===== src/iopf_pkg.sv =====
// Purpose: Shared constants for the I/O pin function configuration block.
// Assumes: Pointer byte splits into a mode nibble and a selector nibble.
// Notes: Function indices address the pin function array inside the block.
package iopf_pkg;
	// Pointer byte mode nibbles.
	localparam logic [3:0] MODE_CONFIG = 4'h0;
	localparam logic [3:0] MODE_DAC_WR = 4'h1;
	// Control register selectors.
	localparam logic [3:0] SEL_GEN_CTRL = 4'h3;
	localparam logic [3:0] SEL_ADC_PINS = 4'h4;
	localparam logic [3:0] SEL_DAC_PINS = 4'h5;
	localparam logic [3:0] SEL_PULLDOWN = 4'h6;
	localparam logic [3:0] SEL_LOAD_DAC = 4'h7;
	localparam logic [3:0] SEL_GPO_PINS = 4'h8;
	localparam logic [3:0] SEL_GPO_DATA = 4'h9;
	localparam logic [3:0] SEL_GPI_PINS = 4'ha;
	localparam logic [3:0] SEL_OPEN_DRN = 4'hc;
	localparam logic [3:0] SEL_TRISTATE = 4'hd;
	// General control field positions.
	localparam int GC_PRECHARGE = 9;
	localparam int GC_BUF_EN = 8;
	localparam int GC_LOCK = 7;
	localparam int GC_BROADCAST = 6;
	localparam int GC_ADC_RANGE = 5;
	localparam int GC_DAC_RANGE = 4;
	// Reset values.
	localparam logic [15:0] GC_RESET = 16'h0000;
	localparam logic [7:0] FN_RESET = 8'h00;
	localparam logic [7:0] PD_RESET = 8'hff;
	localparam logic [1:0] LOAD_DAC_CONTROL_RESET = 2'h0;
	// Load-DAC transfer modes.
	localparam logic [1:0] LOAD_DAC_CONTROL_IMMEDIATE = 2'h0;
	localparam logic [1:0] LOAD_DAC_CONTROL_HOLD = 2'h1;
	localparam logic [1:0] LOAD_DAC_CONTROL_TRANSFER = 2'h2;
	// Pin function indices; the two pairs below may coexist on one pin.
	localparam logic [2:0] FN_ADC = 3'h0;
	localparam logic [2:0] FN_DAC = 3'h1;
	localparam logic [2:0] FN_PD = 3'h2;
	localparam logic [2:0] FN_GPO = 3'h3;
	localparam logic [2:0] FN_GPI = 3'h4;
	localparam logic [2:0] FN_TRI = 3'h5;
	localparam logic [2:0] FN_NONE = 3'h7;
	localparam int FN_COUNT = 6;
	// Serial link byte framing.
	localparam logic [3:0] BIT_ACK = 4'h8;
	localparam logic [3:0] BIT_ACK_END = 4'h9;
	// Serial protocol states.
	typedef enum logic [2:0] {
		ST_IDLE = 3'b000,
		ST_ADDR = 3'b001,
		ST_PTR = 3'b010,
		ST_MSB = 3'b011,
		ST_LSB = 3'b100,
		ST_DONE = 3'b101
	} iopf_state_t;
endpackage : iopf_pkg


===== src/iopf_top.sv =====
// Purpose: Serial write path, control register and pin function selection.
// Assumes: scl and sda arrive unsynchronised; conv_active is on clk.
// Notes: Readback is not served; reads are not acknowledged.
`timescale 1ns/1ps
`default_nettype none

// How it works
// - Precharge off keeps enabled buffer powered.
// - Precharge on powers buffer only during conversion.
// - Buffer enable bit gates buffer, default off.
// - Lock bit discards pin function register writes.
// - Broadcast bit loads all DAC-configured channels.
// - ADC range bit drives ADC span.
// - DAC range bit drives DAC span.
// - Mode nibble zero selects control register.
// - All pins pull down after reset.
// - Bit n of function register is pin n.
// - Latest function write wins on conflicts.
// - DAC and ADC may share a pin.
// - Digital input reports sampled state of input pin.
// - Three-state and open-drain or push-pull outputs.
// - Mode nibble one writes selected DAC input.
// - Input to DAC copy follows load mode.
// - Load modes immediate, hold, transfer-then-hold.
// - Selector five is the DAC pin register.
module iopf_top
	import iopf_pkg::*;
#(
	parameter logic [6:0] I2C_ADDR = 7'h10,
	parameter int DAC_BITS = 12
)(
	input wire logic clk,
	input wire logic rstn,
	input wire logic scl_in,
	input wire logic sda_in,
	output logic sda_out,
	output logic sda_oe_n,
	input wire logic conv_active,
	input wire logic [7:0] io_pin_in,
	output logic [7:0] io_pin_out,
	output logic [7:0] io_pin_oe_n,
	output logic [7:0] adc_pins,
	output logic [7:0] dac_pins,
	output logic [7:0] pulldown_pins,
	output logic [7:0] tristate_pins,
	output logic [7:0] gpio_in_state,
	output logic adc_buf_power,
	output logic adc_range_2x,
	output logic dac_range_2x,
	output logic [1:0] load_dac_control,
	output logic [8*DAC_BITS-1:0] dac_value
);
	// Elaboration guard: the data bytes carry at most twelve DAC bits.
	generate
		if (DAC_BITS < 1 || DAC_BITS > 12)
		begin : g_bad_width
			$error("DAC_BITS must lie between 1 and 12");
		end
	endgenerate

	// Maps a selector to a pin function index, or FN_NONE.
	function automatic logic [2:0] sel_to_fn(input logic [3:0] sel);
		case (sel)
			SEL_ADC_PINS: sel_to_fn = FN_ADC;
			SEL_DAC_PINS: sel_to_fn = FN_DAC;
			SEL_PULLDOWN: sel_to_fn = FN_PD;
			SEL_GPO_PINS: sel_to_fn = FN_GPO;
			SEL_GPI_PINS: sel_to_fn = FN_GPI;
			SEL_TRISTATE: sel_to_fn = FN_TRI;
			default: sel_to_fn = FN_NONE;
		endcase
	endfunction : sel_to_fn

	// Returns the function that may coexist with the given one.
	function automatic logic [2:0] fn_partner(input logic [2:0] fn);
		case (fn)
			FN_ADC: fn_partner = FN_DAC;
			FN_DAC: fn_partner = FN_ADC;
			FN_GPO: fn_partner = FN_GPI;
			FN_GPI: fn_partner = FN_GPO;
			default: fn_partner = FN_NONE;
		endcase
	endfunction : fn_partner

	logic scl_s1_r, scl_s2_r, scl_d_r;
	logic sda_s1_r, sda_s2_r, sda_d_r;
	logic [7:0] pin_s1_r, pin_s2_r;
	logic scl_rise, scl_fall, start_det, stop_det;
	iopf_state_t state_r;
	logic [3:0] bit_cnt_r;
	logic [7:0] shift_r, ptr_r, msb_r;
	logic ack_r;
	logic byte_done;
	logic wr_stb_r;
	logic [15:0] wr_data_r;
	logic [15:0] gc_r;
	logic [7:0] fn_r [FN_COUNT];
	logic [7:0] open_drain_r, gpo_data_r;
	logic [1:0] load_dac_control_r;
	logic [DAC_BITS-1:0] in_reg_r [8];
	logic [DAC_BITS-1:0] dac_reg_r [8];
	logic cfg_wr, dac_wr, locked;
	logic [2:0] wr_fn;

	// Two-stage synchronisers; only the second stage feeds edge logic.
	always_ff @(posedge clk or negedge rstn)
	begin
		if (!rstn)
		begin
			scl_s1_r <= 1'b1;
			scl_s2_r <= 1'b1;
			scl_d_r <= 1'b1;
			sda_s1_r <= 1'b1;
			sda_s2_r <= 1'b1;
			sda_d_r <= 1'b1;
			pin_s1_r <= 8'h00;
			pin_s2_r <= 8'h00;
		end
		else
		begin
			scl_s1_r <= scl_in;
			scl_s2_r <= scl_s1_r;
			scl_d_r <= scl_s2_r;
			sda_s1_r <= sda_in;
			sda_s2_r <= sda_s1_r;
			sda_d_r <= sda_s2_r;
			pin_s1_r <= io_pin_in;
			pin_s2_r <= pin_s1_r;
		end
	end

	// Bus events seen on the synchronised lines.
	assign scl_rise = scl_s2_r && !scl_d_r;
	assign scl_fall = !scl_s2_r && scl_d_r;
	assign start_det = scl_s2_r && scl_d_r && sda_d_r && !sda_s2_r;
	assign stop_det = scl_s2_r && scl_d_r && !sda_d_r && sda_s2_r;
	assign byte_done = scl_fall && (bit_cnt_r == BIT_ACK);

	// Byte framing: eight data bits, then an acknowledge slot we drive low.
	always_ff @(posedge clk or negedge rstn)
	begin
		if (!rstn)
		begin
			state_r <= ST_IDLE;
			bit_cnt_r <= 4'h0;
			shift_r <= 8'h00;
			ack_r <= 1'b0;
		end
		else if (start_det)
		begin
			state_r <= ST_ADDR;
			bit_cnt_r <= 4'h0;
			ack_r <= 1'b0;
		end
		else if (stop_det)
		begin
			state_r <= ST_IDLE;
			ack_r <= 1'b0;
		end
		else if (state_r != ST_IDLE && state_r != ST_DONE)
		begin
			if (scl_rise && bit_cnt_r < BIT_ACK)
			begin
				shift_r <= {shift_r[6:0], sda_s2_r};
				bit_cnt_r <= bit_cnt_r + 4'h1;
			end
			else if (byte_done)
			begin
				// Reads are refused so the master sees a missing acknowledge.
				if (state_r != ST_ADDR || shift_r == {I2C_ADDR, 1'b0})
				begin
					ack_r <= 1'b1;
					bit_cnt_r <= BIT_ACK_END;
				end
				else
				begin
					state_r <= ST_IDLE;
				end
			end
			else if (scl_fall && bit_cnt_r == BIT_ACK_END)
			begin
				ack_r <= 1'b0;
				bit_cnt_r <= 4'h0;
				case (state_r)
					ST_ADDR: state_r <= ST_PTR;
					ST_PTR: state_r <= ST_MSB;
					ST_MSB: state_r <= ST_LSB;
					default: state_r <= ST_DONE;
				endcase
			end
		end
	end

	// Open-drain data line: we only ever pull low during acknowledge.
	assign sda_out = 1'b0;
	assign sda_oe_n = !ack_r;

	// Captures pointer and data bytes; the write is issued after the last byte.
	always_ff @(posedge clk or negedge rstn)
	begin
		if (!rstn)
		begin
			ptr_r <= 8'h00;
			msb_r <= 8'h00;
			wr_stb_r <= 1'b0;
			wr_data_r <= 16'h0000;
		end
		else
		begin
			wr_stb_r <= byte_done && state_r == ST_LSB && !start_det && !stop_det;
			if (byte_done && state_r == ST_PTR)
			begin
				ptr_r <= shift_r;
			end
			if (byte_done && state_r == ST_MSB)
			begin
				msb_r <= shift_r;
			end
			if (byte_done && state_r == ST_LSB)
			begin
				wr_data_r <= {msb_r, shift_r};
			end
		end
	end

	assign cfg_wr = wr_stb_r && ptr_r[7:4] == MODE_CONFIG;
	assign dac_wr = wr_stb_r && ptr_r[7:4] == MODE_DAC_WR;
	assign locked = gc_r[GC_LOCK];
	assign wr_fn = sel_to_fn(ptr_r[3:0]);

	// Control, output data and load-mode registers.
	always_ff @(posedge clk or negedge rstn)
	begin
		if (!rstn)
		begin
			gc_r <= GC_RESET;
			open_drain_r <= FN_RESET;
			gpo_data_r <= FN_RESET;
			load_dac_control_r <= LOAD_DAC_CONTROL_RESET;
		end
		else if (cfg_wr)
		begin
			case (ptr_r[3:0])
				SEL_GEN_CTRL: gc_r <= wr_data_r;
				// drive style selection, locked like pin functions
				SEL_OPEN_DRN: open_drain_r <= locked ? open_drain_r : wr_data_r[7:0];
				SEL_GPO_DATA: gpo_data_r <= wr_data_r[7:0];
				SEL_LOAD_DAC:
				begin
					case (wr_data_r[1:0])
						LOAD_DAC_CONTROL_IMMEDIATE: load_dac_control_r <= LOAD_DAC_CONTROL_IMMEDIATE;
						LOAD_DAC_CONTROL_HOLD: load_dac_control_r <= LOAD_DAC_CONTROL_HOLD;
						LOAD_DAC_CONTROL_TRANSFER: load_dac_control_r <= LOAD_DAC_CONTROL_HOLD;
						default: load_dac_control_r <= load_dac_control_r;
					endcase
				end
				default: load_dac_control_r <= load_dac_control_r;
			endcase
		end
	end

	// Pin functions: the written register takes the data, and every other
	// function except the permitted partner loses those pins.
	always_ff @(posedge clk or negedge rstn)
	begin
		if (!rstn)
		begin
			for (int f = 0; f < FN_COUNT; f++)
			begin
				fn_r[f] <= (3'(f) == FN_PD) ? PD_RESET : FN_RESET;
			end
		end
		else if (cfg_wr && !locked && wr_fn != FN_NONE)
		begin
			for (int f = 0; f < FN_COUNT; f++)
			begin
				if (3'(f) == wr_fn)
				begin
					fn_r[f] <= wr_data_r[7:0];
				end
				else if (3'(f) != fn_partner(wr_fn))
				begin
					fn_r[f] <= fn_r[f] & ~wr_data_r[7:0];
				end
			end
		end
	end

	// DAC input and output registers.
	always_ff @(posedge clk or negedge rstn)
	begin
		if (!rstn)
		begin
			for (int c = 0; c < 8; c++)
			begin
				in_reg_r[c] <= '0;
				dac_reg_r[c] <= '0;
			end
		end
		else
		begin
			for (int c = 0; c < 8; c++)
			begin
				if (dac_wr && (gc_r[GC_BROADCAST] ? fn_r[FN_DAC][c] : ptr_r[2:0] == 3'(c)))
				begin
					in_reg_r[c] <= wr_data_r[DAC_BITS-1:0];
					if (load_dac_control_r == LOAD_DAC_CONTROL_IMMEDIATE)
					begin
						dac_reg_r[c] <= wr_data_r[DAC_BITS-1:0];
					end
				end
				else if (cfg_wr && ptr_r[3:0] == SEL_LOAD_DAC && wr_data_r[1:0] == LOAD_DAC_CONTROL_TRANSFER)
				begin
					dac_reg_r[c] <= in_reg_r[c];
				end
			end
		end
	end

	// Analog settings and pin drive, all registered.
	always_ff @(posedge clk or negedge rstn)
	begin
		if (!rstn)
		begin
			adc_buf_power <= 1'b0;
			adc_range_2x <= 1'b0;
			dac_range_2x <= 1'b0;
			io_pin_out <= 8'h00;
			io_pin_oe_n <= 8'hff;
			gpio_in_state <= 8'h00;
		end
		else
		begin
			adc_buf_power <= gc_r[GC_BUF_EN] && (!gc_r[GC_PRECHARGE] || conv_active);
			adc_range_2x <= gc_r[GC_ADC_RANGE];
			dac_range_2x <= gc_r[GC_DAC_RANGE];
			io_pin_out <= gpo_data_r & ~open_drain_r;
			io_pin_oe_n <= ~(fn_r[FN_GPO] & ~fn_r[FN_TRI] & ~(open_drain_r & gpo_data_r));
			gpio_in_state <= pin_s2_r & fn_r[FN_GPI];
		end
	end

	// Flatten DAC registers; pin maps come straight from registers.
	generate
		for (genvar g = 0; g < 8; g++)
		begin : g_dac_out
			assign dac_value[g*DAC_BITS +: DAC_BITS] = dac_reg_r[g];
		end
	endgenerate
	assign adc_pins = fn_r[FN_ADC];
	assign dac_pins = fn_r[FN_DAC];
	assign pulldown_pins = fn_r[FN_PD];
	assign tristate_pins = fn_r[FN_TRI];
	assign load_dac_control = load_dac_control_r;
endmodule : iopf_top

`default_nettype wire


===== config.mk =====
export PLATFORM = sky130hd
export DESIGN_NAME = iopf_top
export DESIGN_NICKNAME = d
export VERILOG_FILES = /design/src/iopf_pkg.sv /design/src/iopf_top.sv
export SDC_FILE = /design/constraint.sdc
export NUM_CORES = 1
export LEC_CHECK = 0
export BUFFER_PORTS_ARGS = -buffer_cell sky130_fd_sc_hd__buf_2
export CAP_MARGIN = 20
export CORE_UTILIZATION = 38
export CTS_BUF_LIST = sky130_fd_sc_hd__clkbuf_8
export DETAILED_ROUTE_END_ITERATION = 12
export PLACE_DENSITY_LB_ADDON = 0.1
export SYNTH_ARGS = -nofsm -noshare
export SYNTH_HDL_FRONTEND = slang
export SYNTH_SLANG_ARGS = --single-unit

===== constraint.sdc =====
create_clock -name clk -period 5.65 [get_ports clk]
set_input_delay 0.2825 -clock clk [delete_from_list [all_inputs] [get_ports clk]]
set_output_delay 0.2825 -clock clk [all_outputs]
set_load 0.01 [all_outputs]

### Word level (Yosys, flattened, before mapping)

Cells that the tools add are included.

* input bits: 13
* flip-flop bits (word level): 358

* reductions and logical operators: 91
* eq/ne operators: 56
* add/sub/neg operators: 1
* bitwise operators: 19
* muxes and demuxes: 75
* order comparisons: 1

Operators with widths (count)
* $mux W12: 17
* $mux W8: 12
* $and A8 B8 Y8: 11
* $mux W3: 19
* $not A8 Y8: 5
* $reduce_and A2 Y1: 16
* $reduce_bool A2 Y1: 16
* $logic_and A1 B1 Y1: 31
* $eq A4 B4 Y1 const B: 7
* $mux W4: 7
* $eq A3 B3 Y1 const B: 6
* $pmux W3 S3: 2
* $pmux W3 S6: 1
* $eq A4 B3 Y1 const B: 4
* $ne A2 B2 Y1 const B: 8
* $reduce_and A4 Y1: 4
* $eq A3 B2 Y1 const B: 5
* $mux W1: 15
* $pmux W3 S4: 1
* $eq A3 B1 Y1 const B: 3
* $logic_not A1 Y1: 9
* $ne A3 B3 Y1 const B: 3
* $reduce_bool A3 Y1: 3
* $eq A8 B6 Y1 const B: 1
* other kinds (26): 37

### Depth between registers and ports, before layout

Gate-level depths: netlist (run 1).

* word-level depth: 9
* depth in mapped cells: 9
* depth with buffers taken out: 6

### Worst setup path before layout (run 1)

OpenSTA, ideal clock, no wires.

* path kind: register to register
* start: reg wr_data_r[0]
* end: reg dac_reg_r, in the netlist dac_value[43]
* setup time: 0.086 ns
* cell stages (with the launch flop): 10
* path buffers: 4
* setup slack: 3.475 ns
* arrival: 2.089 ns
* data required time: 5.564 ns
* period minus slack after synthesis: 2.175 ns
* cells stage by stage: dfrtp_1 clkbuf_1 inv_1 clkbuf_1 ha_1 a41oi_1 buf_2 buf_1 nor3_1 nor3_1

* cells in the longest elaborated chain, start to end: 4

RTL lines
* from (decl): line iopf_top.sv:95 `logic [15:0] wr_data_r;`
* from (signal assigned): line iopf_top.sv:221 `wr_data_r <= {msb_r, shift_r};`
* $eq A2 B2 Y1: line iopf_top.sv:312 `else if (cfg_wr && ptr_r[3:0] == SEL_LOAD_DAC && wr_data_r[1:0] == LOAD_DAC_CONTROL_TRANSFER)`
* $logic_and A1 B1 Y1: line iopf_top.sv:312
* $reduce_bool A2 Y1 (no line)
* $reduce_and A2 Y1 (no line)
* to (signal, indexed assignment): line iopf_top.sv:309 `dac_reg_r[c] <= wr_data_r[DAC_BITS-1:0];`
* to (signal, indexed assignment): line iopf_top.sv:314 `dac_reg_r[c] <= in_reg_r[c];`
* to (decl): line iopf_top.sv:101 `logic [DAC_BITS-1:0] dac_reg_r [8];`

Every way passes these cells.
A chain may end at the register's enable or synchronous reset.

### Worst setup path after layout (run 1)

* start: reg wr_data_r[0]
* end: reg dac_reg_r, in the netlist dac_value[13]

Same word-level chain as after synthesis.

==> reports/results.txt, run 1 <==
Clk sinks: 353
Final Power: 5.46 mW
Die area: 0.0403 sq mm
Placed insts: 1960
Main flop type after synthesis: dfrtp_1
Die W: 201 um
Hold Vio Cnt, Final: 0
Worst slew margin: 0.278
Fraction of layout cells with a size suffix above 1: 0.264
Finished Layout Cells: 2081
Worst EP required: 6.21 ns
Peak supply drop: 147 uV
P per Cell Area: 314 mW/mm^2
Post-Route Utilization: 0.448
Total overflow reported by the global router: 0
Distinct cell type count after synthesis: 67
Sequential area share after synthesis: 0.590
Nets: 1535
Logic pwr share: 0.067
Clk_skew: 0.0229 ns
First-pass GRT wire length: 68300 um
CTS clk-pin slew, worst paths: 0.06 ns
Hold WC Path Type: primary input to asynchronous set/reset pin
Syn Inst Count: 1401
CP Class: flip-flop to flip-flop
Post-CTS Setup Inserts: 0
Core area: 0.0388 sq mm
Worst skew pair latency: 0.65 ns
Critical path endpoint category: flip-flop
Final min period: 3.24 ns
RSZ-0062 raised after global routing: no
Leakage power: 8.81 nW
DIE HEIGHT: 201 um
Fmax: 308 MHz
Pre-antenna DRT Iters: 5
CP Launch Type: flip-flop
Outcome: completed
Post-synth EDFFs: 0
WHS: 0.228 ns
Vias in the first global route: 11000
Synthesized cell area: 0.0150 sq mm
DRT antenna net count: 0
Setup-failing EPs final: 0
Tot GR Track Use: 0.220
Area delta synth->final: 15.8%
Dpl hpwl: 25600 um
CTS tree: built
Crit path DAT: 3.81 ns
Setup_tns: 0 ns
# IOs: 172
Sw power: 1.42 mW
Reg2reg setup slack: 2.41 ns
DRT iter0 DRCs: 613
Reg2reg end: dac_value[13]
Num CTS Buffers: 61
FFs w/ async S/R, synth: 1.00
Routed Wire Length: 43600 um
Residual DRC: 0
Placer Congestion: 0.736
Switching share of power: 0.261
IO buf count: 169
Crit Reg-Reg Startpoint: wr_data_r[0]
FF+latch count, synth: 353
Initial antenna violation count: 0
CTS max path bufs: 3
Root buffer cell: clkbuf_8
Num rows: 72
Vias per cell: 5.26
Synth warnings: 0
H-tree depth: 2
CP max FO: 51
Flop pwr share: 0.505
Avg Synthesized Cell Area: 10.7 sq um
DR vias: 10900
Clk pwr share: 0.428
Antenna Cells: 0
Slew @ Worst Pin: 1.08 ns
Max-Cap Viols: 0
P_int: 4.04 mW
Starting density of the core: 0.387
Period utilization: 0.574
Routed len/inst: 21.0 um
R2R depth: 6
Largest net degree at the start of global routing: 142
Max-slew violation count: 0
==> worst max path at each step <==
stage,from,slack (ns),depth (start not counted),end
6_report,wr_data_r[0],2.41,6,dac_value[13]
5_1_grt,wr_data_r[0],2.13,6,dac_value[17]
4_1_cts,wr_data_r[0],2.35,6,dac_value[13]
3_5_place_dp,wr_data_r[0],2.36,6,dac_value[18]
3_3_place_gp,wr_data_r[0],2.48,6,dac_value[13]
2_1_floorplan,wr_data_r[0],3.48,9,dac_value[43]
==> Yosys cell counts, types with 5 or more instances <==
library cell  count  area share
ha_1              5      0.0042
nand3_1          12      0.0040
and2_1           20      0.0083
dfstp_2          22       0.039
a31o_2           14      0.0082
nor3_1          284       0.095
o22a_1            8      0.0047
o2111a_1          8      0.0060
buf_1            15      0.0038
buf_4            35       0.018
a211o_1           7      0.0041
o211ai_1          8      0.0040
o31ai_1           8      0.0040
nor2b_1          10      0.0042
a211oi_1          9      0.0045
mux2_2           87       0.065
dfrtp_1         331        0.55
nor4b_1           5      0.0029
nor2_1          112       0.028
o22ai_1          13      0.0054
a21oi_1          24      0.0080
clkbuf_1         90       0.023
o21ai_0          67       0.022
mux2i_1          20       0.013
inv_1            37      0.0093
buf_2            16      0.0053
nand2_1          71       0.018
==> worst max-delay path, cell delays in order (launching register included) <==
cell and delay, ns:
dfrtp_1 0.66, inv_1 0.51, ha_1 0.31, and4_2 0.92
buf_12 0.35, nor2_1 0.17, a21oi_1 0.17
==> logic make-up after synthesis <==
logic type / Yosys count / synth area share
buf+inv: 193 / 0.0583
other cells: 1 / 0.000250
fa+ha+maj: 5 / 0.00417
flops: 353 / 0.590
mux: 108 / 0.0793
xor+xnor: 3 / 0.00175
compound gates: 186 / 0.0823
simple gates: 552 / 0.184
==> cell type report <==
cell class | count | area (sq um)
repair buffers | 208 | 1210
flip-flops and latches | 353 | 8860
clock inverters | 34 | 190
well taps | 518 | 648
inverters | 37 | 139
multi-input cells | 856 | 5300
clock buffers | 75 | 1030
fillers | 3769 | 21500
==> repair_timing <==
item / in CTS / in global routing
gates resized for setup: 0 / 0
hold buffers: 12 / 0
hold endpoints to repair: 93 / 0
==> through the flow <==
step | setup slack, ns | instance area, sq um
floorplan | 3.48 | 15000
finish | 2.41 | 17400
global placement | 2.48 | 16000
CTS | 2.35 | 17400
detailed placement | 2.36 | 16000
global route | 2.13 | 17400
==> cells in the final DEF (no fill, tap or decap), types with 5 or more instances in the layout <==
| master | n |
|---|---|
| a211oi_1 | 9 |
| clkinv_2 | 5 |
| ha_1 | 5 |
| clkbuf_8 | 75 |
| o31ai_1 | 8 |
| a31o_2 | 14 |
| a21oi_1 | 24 |
| o22ai_1 | 13 |
| buf_2 | 168 |
| nand3_1 | 12 |
| dlygate4sd3_1 | 12 |
| nor4b_1 | 5 |
| nor2b_1 | 10 |
| dfstp_2 | 22 |
| o2111a_1 | 8 |
| nand2_1 | 71 |
| o21ai_0 | 67 |
| a211o_1 | 7 |
| buf_4 | 24 |
| nor2_1 | 112 |
| nor3_1 | 284 |
| o22a_1 | 8 |
| o211ai_1 | 8 |
| mux2i_1 | 20 |
| and2_1 | 20 |
| inv_1 | 63 |
| dfrtp_1 | 331 |
| mux2_2 | 87 |
==> per-layer routing <==
metal  track usage  wire [um]
met1         0.318      20600
met2         0.335      19900
met3        0.0411       2260
met4        0.0641        855
met5             0          0
==> power by group through the flow <==
stage / Combinational (mW) / Clock (mW) / Sequential, mW
2_1_floorplan: 0.307 / 0 / 2.71
5_1_grt: 0.416 / 2.52 / 2.77
6_report: 0.368 / 2.34 / 2.76
4_1_cts: 0.374 / 2.41 / 2.76
3_3_place_gp: 0.358 / 0 / 2.79
3_5_place_dp: 0.365 / 0 / 2.80
==> state kept, by name, summed over array words and instances, names as in the netlist, 12 cells and up <==
register and count:
wr_data_r 12, fn_r 16, in_reg_r 96, dac_value 96
Note: power is estimated with default switching activity, not from simulation.
==> run 2: changes to the inputs <==
- ABC_AREA: not set -> 1
- clock period: 5.65 -> 3.2 ns (I/O delays scaled with it)
==> run 2 against run 1 <==
Net effect: clock skew increased by 0.0023 ns; worst hold slack got worse by 0.11 ns; worst setup slack worse by 1.6 ns; register-to-register slack lost 1.6 ns; critical endpoint is now dac_value[89]; largest power group unchanged.
==> reports/results.txt, run 2 <==
Switching share of power: 0.262 (+0.00194)
Tot GR Track Use: 0.199 (-0.0206)
Placer Congestion: 0.757 (+2.8%)
RSZ-0062 raised after global routing: no
Synth warnings: 0 (unchanged)
Setup_tns: 0 ns (unchanged)
Distinct cell type count after synthesis: 32 (-52%)
Clk sinks: 353 (unchanged)
Outcome: completed
Residual DRC: 0 (unchanged)
Die area: 0.0385 sq mm (-4.4%)
Initial antenna violation count: 0 (unchanged)
Pre-antenna DRT Iters: 5 (unchanged)
Sequential area share after synthesis: 0.618 (+0.0273)
DIE HEIGHT: 196 um (-2.2%)
First-pass GRT wire length: 59800 um (-12%)
Die W: 196 um (-2.2%)
DR vias: 10800 (-1.5%)
Largest net degree at the start of global routing: 80 (-44%)
Fraction of layout cells with a size suffix above 1: 0.182 (-0.0820)
Root buffer cell: clkbuf_8
Antenna Cells: 0 (unchanged)
CP Class: flip-flop to flip-flop
Reg2reg end: dac_value[89]
Avg Synthesized Cell Area: 9.11 sq um (-15%)
Placed inst area: 0.0154 sq mm (-3.8%)
Vias per cell: 4.74 (-9.9%)
Total overflow reported by the global router: 0 (unchanged)
Routed len/inst: 16.4 um (-22%)
Worst slew margin: 0.344 (+0.0667)
Critical Path Max Stage Delay: 0.57 ns (-0.35 ns)
R2R depth: 7 (+1)
Flop pwr share: 0.489 (-0.016)
Hold buffers post-CTS: 12 (unchanged)
Num rows: 70 (-2.8%)
WP depth: 7 (+1)
CTS tree: built
Num CTS Buffers: 59 (-3.3%)
CP most frequent cell: nand2_1
Hold Vio Cnt, Final: 0 (unchanged)
P_int: 7.10 mW (+76%)
FF+latch count, synth: 353 (unchanged)
Reg2reg setup slack: 0.83 ns (-1.58 ns)
H-tree depth: 2 (unchanged)
Finished Layout Cells: 2276 (+9.4%)
Hold WC Path Type: primary input to asynchronous set/reset pin
Final Power: 9.62 mW (+76%)
Main flop type after synthesis: dfrtp_1
CTS clk-pin slew, worst paths: 0.06 ns (about the same)
Max-Cap Viols: 0 (unchanged)
Max-slew violation count: 0 (unchanged)
Pre-CTS setup slack: 0.797 ns (-1.56 ns)
Setup-failing EPs final: 0 (unchanged)
Placed insts: 2155 (+9.9%)
WP buf/inv: 1 (-1)
Slew @ Worst Pin: 0.982 ns (-0.100 ns)
Nets: 1742 (+13%)
Syn Inst Count: 1575 (+12%)
Dpl hpwl: 24100 um (-5.7%)
WHS: 0.119 ns (-0.108 ns)
Crit Reg-Reg Startpoint: gc_r[6]
Sw power: 2.53 mW (+77%)
Worst EP required: 3.76 ns (-2.45 ns)
# IOs: 172 (unchanged)
Commonest non-fill, non-tap cell in the layout: nand2_1
Vias in the first global route: 10600 (-3.8%)
Starting density of the core: 0.389 (+0.00251)
Post-Route Utilization: 0.456 (+0.00828)
Top-area cell type share of the netlist area: 0.577 (+0.0255)
Crit path DAT: 2.93 ns (-0.88 ns)
CP max FO: 13 (-75%)
Min setup slack post-route: 0.828 ns (-1.58 ns)
Leakage power: 8.61 nW (-2.2%)
Final instance area: 0.0168 sq mm (-3.3%)
Top-count cell post-synth: nand2_1
Final min period: 2.37 ns (-0.873 ns)
P per Cell Area: 573 mW/mm^2 (+82%)
Post-CTS Setup Inserts: 0 (unchanged)
Area delta synth->final: 17.1%
DRT iter0 DRCs: 576 (-6.0%)
Period utilization: 0.741 (+0.167)
IO buf count: 169 (unchanged)
Routed Wire Length: 37300 um (-15%)
DRT antenna net count: 0 (unchanged)
CTS max path bufs: 3 (unchanged)
Critical Path Source: gc_r[6]
Fmax: 422 MHz (+37%)
Top post-synthesis cells by area: dfrtp_1 58%, nand2_1 14%, nand3_1 6.4%
CP top delay family: simple AND/OR/NAND/NOR gates
Synth area leader: dfrtp_1
Worst skew pair latency: 0.62 ns (-0.03 ns)
Post-synth EDFFs: 0 (unchanged)
Synth top cells by count: 520 x nand2_1, 331 x dfrtp_1, 184 x nand3_1
Synthesized cell area: 0.0143 sq mm (-4.4%)
CP Launch Type: flip-flop
Worst setup endpoint: dac_value[89]
Core area: 0.0369 sq mm (-5.0%)
Logic pwr share: 0.080 (+0.013)
Slowest CP cell: nand2_1
Post-cts sizing count: 0 (unchanged)
Clk_skew: 0.0253 ns (+0.00234 ns)
FFs w/ async S/R, synth: 1.00 (unchanged)
Peak supply drop: 269 uV (+83%)
Critical-path cell list: inv_1, nand2_1, o21ai_1, nand3_1, nand2_1, nand2_1, nand2_1
Critical path endpoint category: flip-flop
Most frequent cells in the layout: 520 x nand2_1, 331 x dfrtp_1, 184 x nand3_1
Clk pwr share: 0.431 (+0.003)
run 2: worst reg2reg max path, stage by stage (launching register included):
cell and delay, ns:
dfrtp_1 0.50, inv_1 0.17, nand2_1 0.10, o21ai_1 0.27, nand3_1 0.52, nand2_1 0.58, nand2_1 0.12, nand2_1 0.07
run 2: area by class of cell:
class | instances | area, sq um
Tap cell | 504 | 631
Clock inverter | 29 | 161
Sequential cell | 353 | 8860
Inverter | 103 | 387
Clock buffer | 80 | 1100
Timing Repair Buffer | 202 | 1180
Multi-Input combinational cell | 1005 | 4480
Fill cell | 3649 | 20100
run 2: cell families after synthesis:
group           Yosys count  share of synthesized area
compound gates          236                     0.0826
flops                   353                      0.618
xor+xnor                  1                   0.000611
simple gates            761                      0.224
fa+ha+maj                 5                    0.00436
other cells               1                   0.000261
buf+inv                 218                     0.0708
run 2: routing by layer:
layer / wire (um) / vias up / global-route usage
li1: - / 5342 / -
met1: 18100 / 5170 / 0.285
met2: 17100 / 215 / 0.312
met3: 1460 / 58 / 0.0316
met4: 699 / 0 / 0.0567
met5: 0 / - / 0
run 2: power by group through the flow:
stage	combinational, mW	clock (mW)	sequential (mW)
2_1_floorplan	0.437	0	4.75
3_3_place_gp	0.775	0	4.78
3_5_place_dp	0.783	0	4.78
4_1_cts	0.795	4.28	4.70
5_1_grt	0.883	4.47	4.72
6_report	0.769	4.15	4.70
run 2: worst min-delay path by stage:
stage	from	cells after the start	slack [ns]	end
CTS	rstn	2	0.11	in_reg_r[38]
detailed placement	rstn	1	0.20	dac_value[2]
finish	rstn	2	0.12	dac_value[2]
floorplan	rstn	0	-0.14	ack_r
global placement	rstn	1	0.20	dac_value[2]
global route	rstn	2	0.14	dac_value[10]
==> run 3: changes to the inputs <==
- clock period: 3.2 -> 2.2 ns (I/O delays scaled with it)
==> run 3 against run 2 <==
Net effect: clock skew decreased by 0.0078 ns; non-clock buffer count up 26; worst setup slack lost 0.61 ns; clock power rose by 37%; critical path type unchanged; largest cell class unchanged.
==> reports/results.txt, run 3 (synthesized netlist as in run 2, its figures left out) <==
Outcome: completed
Hold path start: sda_in
Setup-failing EPs final: 0 (unchanged)
R2R depth: 9 (+2)
Fmax: 504 MHz (+19%)
Fraction of layout cells with a size suffix above 1: 0.189 (+0.00658)
Placer Congestion: 0.797 (+5.4%)
Routed Wire Length: 38300 um (+2.7%)
Initial antenna violation count: 1 (+1)
Routed len/inst: 16.7 um (+1.7%)
CP Class: flip-flop to flip-flop
Area delta synth->final: 18.5%
# IOs: 172 (unchanged)
Period utilization: 0.902 (+0.161)
Total overflow reported by the global router: 0 (unchanged)
Starting density of the core: 0.389 (unchanged)
Dpl hpwl: 24800 um (+2.7%)
Reg2reg end: dac_value[64]
Tot GR Track Use: 0.203 (+0.00436)
Reg2reg setup slack: 0.21 ns (-0.61 ns)
P per Cell Area: 809 mW/mm^2 (+41%)
Max-slew violation count: 0 (unchanged)
Residual DRC: 0 (unchanged)
CP max FO: 12 (-1)
Commonest non-fill, non-tap cell in the layout: nand2_1
Multi-input gate area: 0.00448 sq mm (unchanged)
Pre-antenna DRT Iters: 5 (unchanged)
Largest net degree at the start of global routing: 67 (-16%)
Hold Vio Cnt, Final: 0 (unchanged)
Worst Hold Endpoint: sda_s1_r
DRT antenna net count: 0 (unchanged)
RSZ-0062 raised after global routing: no
Sequential Area: 0.00886 sq mm (unchanged)
Vias in the first global route: 10600 (+0.27%)
Leakage power: 8.74 nW (+1.5%)
IO buf count: 169 (unchanged)
Max-Cap Viols: 0 (unchanged)
Hold WC Path Type: primary input to flip-flop
Peak supply drop: 380 uV (+41%)
Post-Route Utilization: 0.461 (+0.00540)
Nets: 1767 (+1.4%)
CTS clk-pin slew, worst paths: 0.06 ns (about the same)
Hold path depth: 2
Final min period: 1.99 ns (-0.386 ns)
Hold buffers post-CTS: 14 (+2)
Vias per cell: 4.79 (+1.1%)
Core area: 0.0369 sq mm (unchanged)
Die W: 196 um (unchanged)
Root buffer cell: clkbuf_8
Clk sinks: 353 (unchanged)
Die area: 0.0385 sq mm (unchanged)
CTS tree: built
DRT iter0 DRCs: 595 (+3.3%)
CTS max path bufs: 3 (unchanged)
DR vias: 11000 (+2.1%)
DIE HEIGHT: 196 um (unchanged)
Worst EP required: 2.70 ns (-1.06 ns)
Fillcell total: 3571 (-2.1%)
Num CTS Buffers: 58 (-1.7%)
Antenna Cells: 0 (unchanged)
H-tree depth: 2 (unchanged)
CP Launch Type: flip-flop
Slew @ Worst Pin: 0.704 ns (-0.278 ns)
Critical path endpoint category: flip-flop
Worst skew pair latency: 0.62 ns (about the same)
Clk_skew: 0.0175 ns (-0.00780 ns)
Crit path DAT: 2.48 ns (-0.45 ns)
WHS: 0.140 ns (+0.0209 ns)
Post-cts sizing count: 0 (unchanged)
Crit Reg-Reg Startpoint: ptr_r[2]
Post-CTS Setup Inserts: 0 (unchanged)
Num rows: 70 (unchanged)
Worst slew margin: 0.530 (+0.186)
Most frequent cells in the layout: 520 x nand2_1, 331 x dfrtp_1, 184 x nand3_1
First-pass GRT wire length: 60600 um (+1.3%)
Setup_tns: 0 ns (unchanged)
run 3: changes by cell type in the layout (fill, tap and decap cells not counted):
| cell | change |
|---|---|
| buf_12 | +7 |
| buf_4 | +17 |
| buf_8 | +1 |
| clkbuf_8 | -7 |
| clkinv_2 | -1 |
| clkinv_8 | -1 |
| clkinvlp_4 | -1 |
| dlygate4sd3_1 | +1 |
| inv_1 | +6 |
| inv_6 | +1 |
run 3: power breakdown:
group          switching, mW  internal (mW)  total [mW]
Clock                   2.61           3.09        5.70
Combinational          0.865          0.338        1.20
Sequential             0.168           6.68        6.85
run 3: through the flow:
| step | cell area, sq um | worst slack [ns] | instances | total power [mW] |
|---|---|---|---|---|
| after floorplan | 14400 | 0.551 | 1576 | 7.55 |
| after global placement | 15700 | 0.285 | 2178 | 8.13 |
| after detailed placement | 15700 | 0.199 | 2178 | 8.15 |
| after CTS | 17000 | 0.194 | 2298 | 14.0 |
| after global routing | 17000 | 0.0261 | 2299 | 14.4 |
| final | 17000 | 0.215 | 2299 | 13.8 |
run 3: critical path: stages (launching register included):
cell	delay (ns)
dfrtp_1	0.51
inv_2	0.10
nor2_1	0.18
nand2_1	0.07
nand2_1	0.28
nand2_1	0.37
nand2_1	0.15
nand2_1	0.08
nand2_1	0.06
nand2_1	0.06
run 3: how the worst max path moves through the flow:
stage	startpoint	endpoint	slack, ns	cells past startpoint
6_report	ptr_r[2]	dac_value[64]	0.21	9
5_1_grt	ptr_r[2]	dac_value[71]	0.03	6
4_1_cts	ptr_r[7]	dac_value[17]	0.19	7
3_5_place_dp	ptr_r[7]	dac_value[17]	0.20	7
3_3_place_gp	ptr_r[7]	dac_value[80]	0.29	7
2_1_floorplan	wr_data_r[0]	dac_value[39]	0.55	8
run 3: per-layer routing:
metal  vias up  global-route usage  part of all wire
li1       5383                   -                 -
met1      5320               0.289              0.48
met2       247               0.314              0.45
met3        60              0.0385             0.051
met4         0              0.0639             0.022
met5         -                   0                 0
run 3: final cells by class:
type                       count  area share
sequential                   353       0.521
tap                          504      0.0371
timing repair buffer         228      0.0868
multi-input combinational   1005       0.264
clock inverter                33     0.00964
inverter                     103      0.0227
clock buffer                  73      0.0591
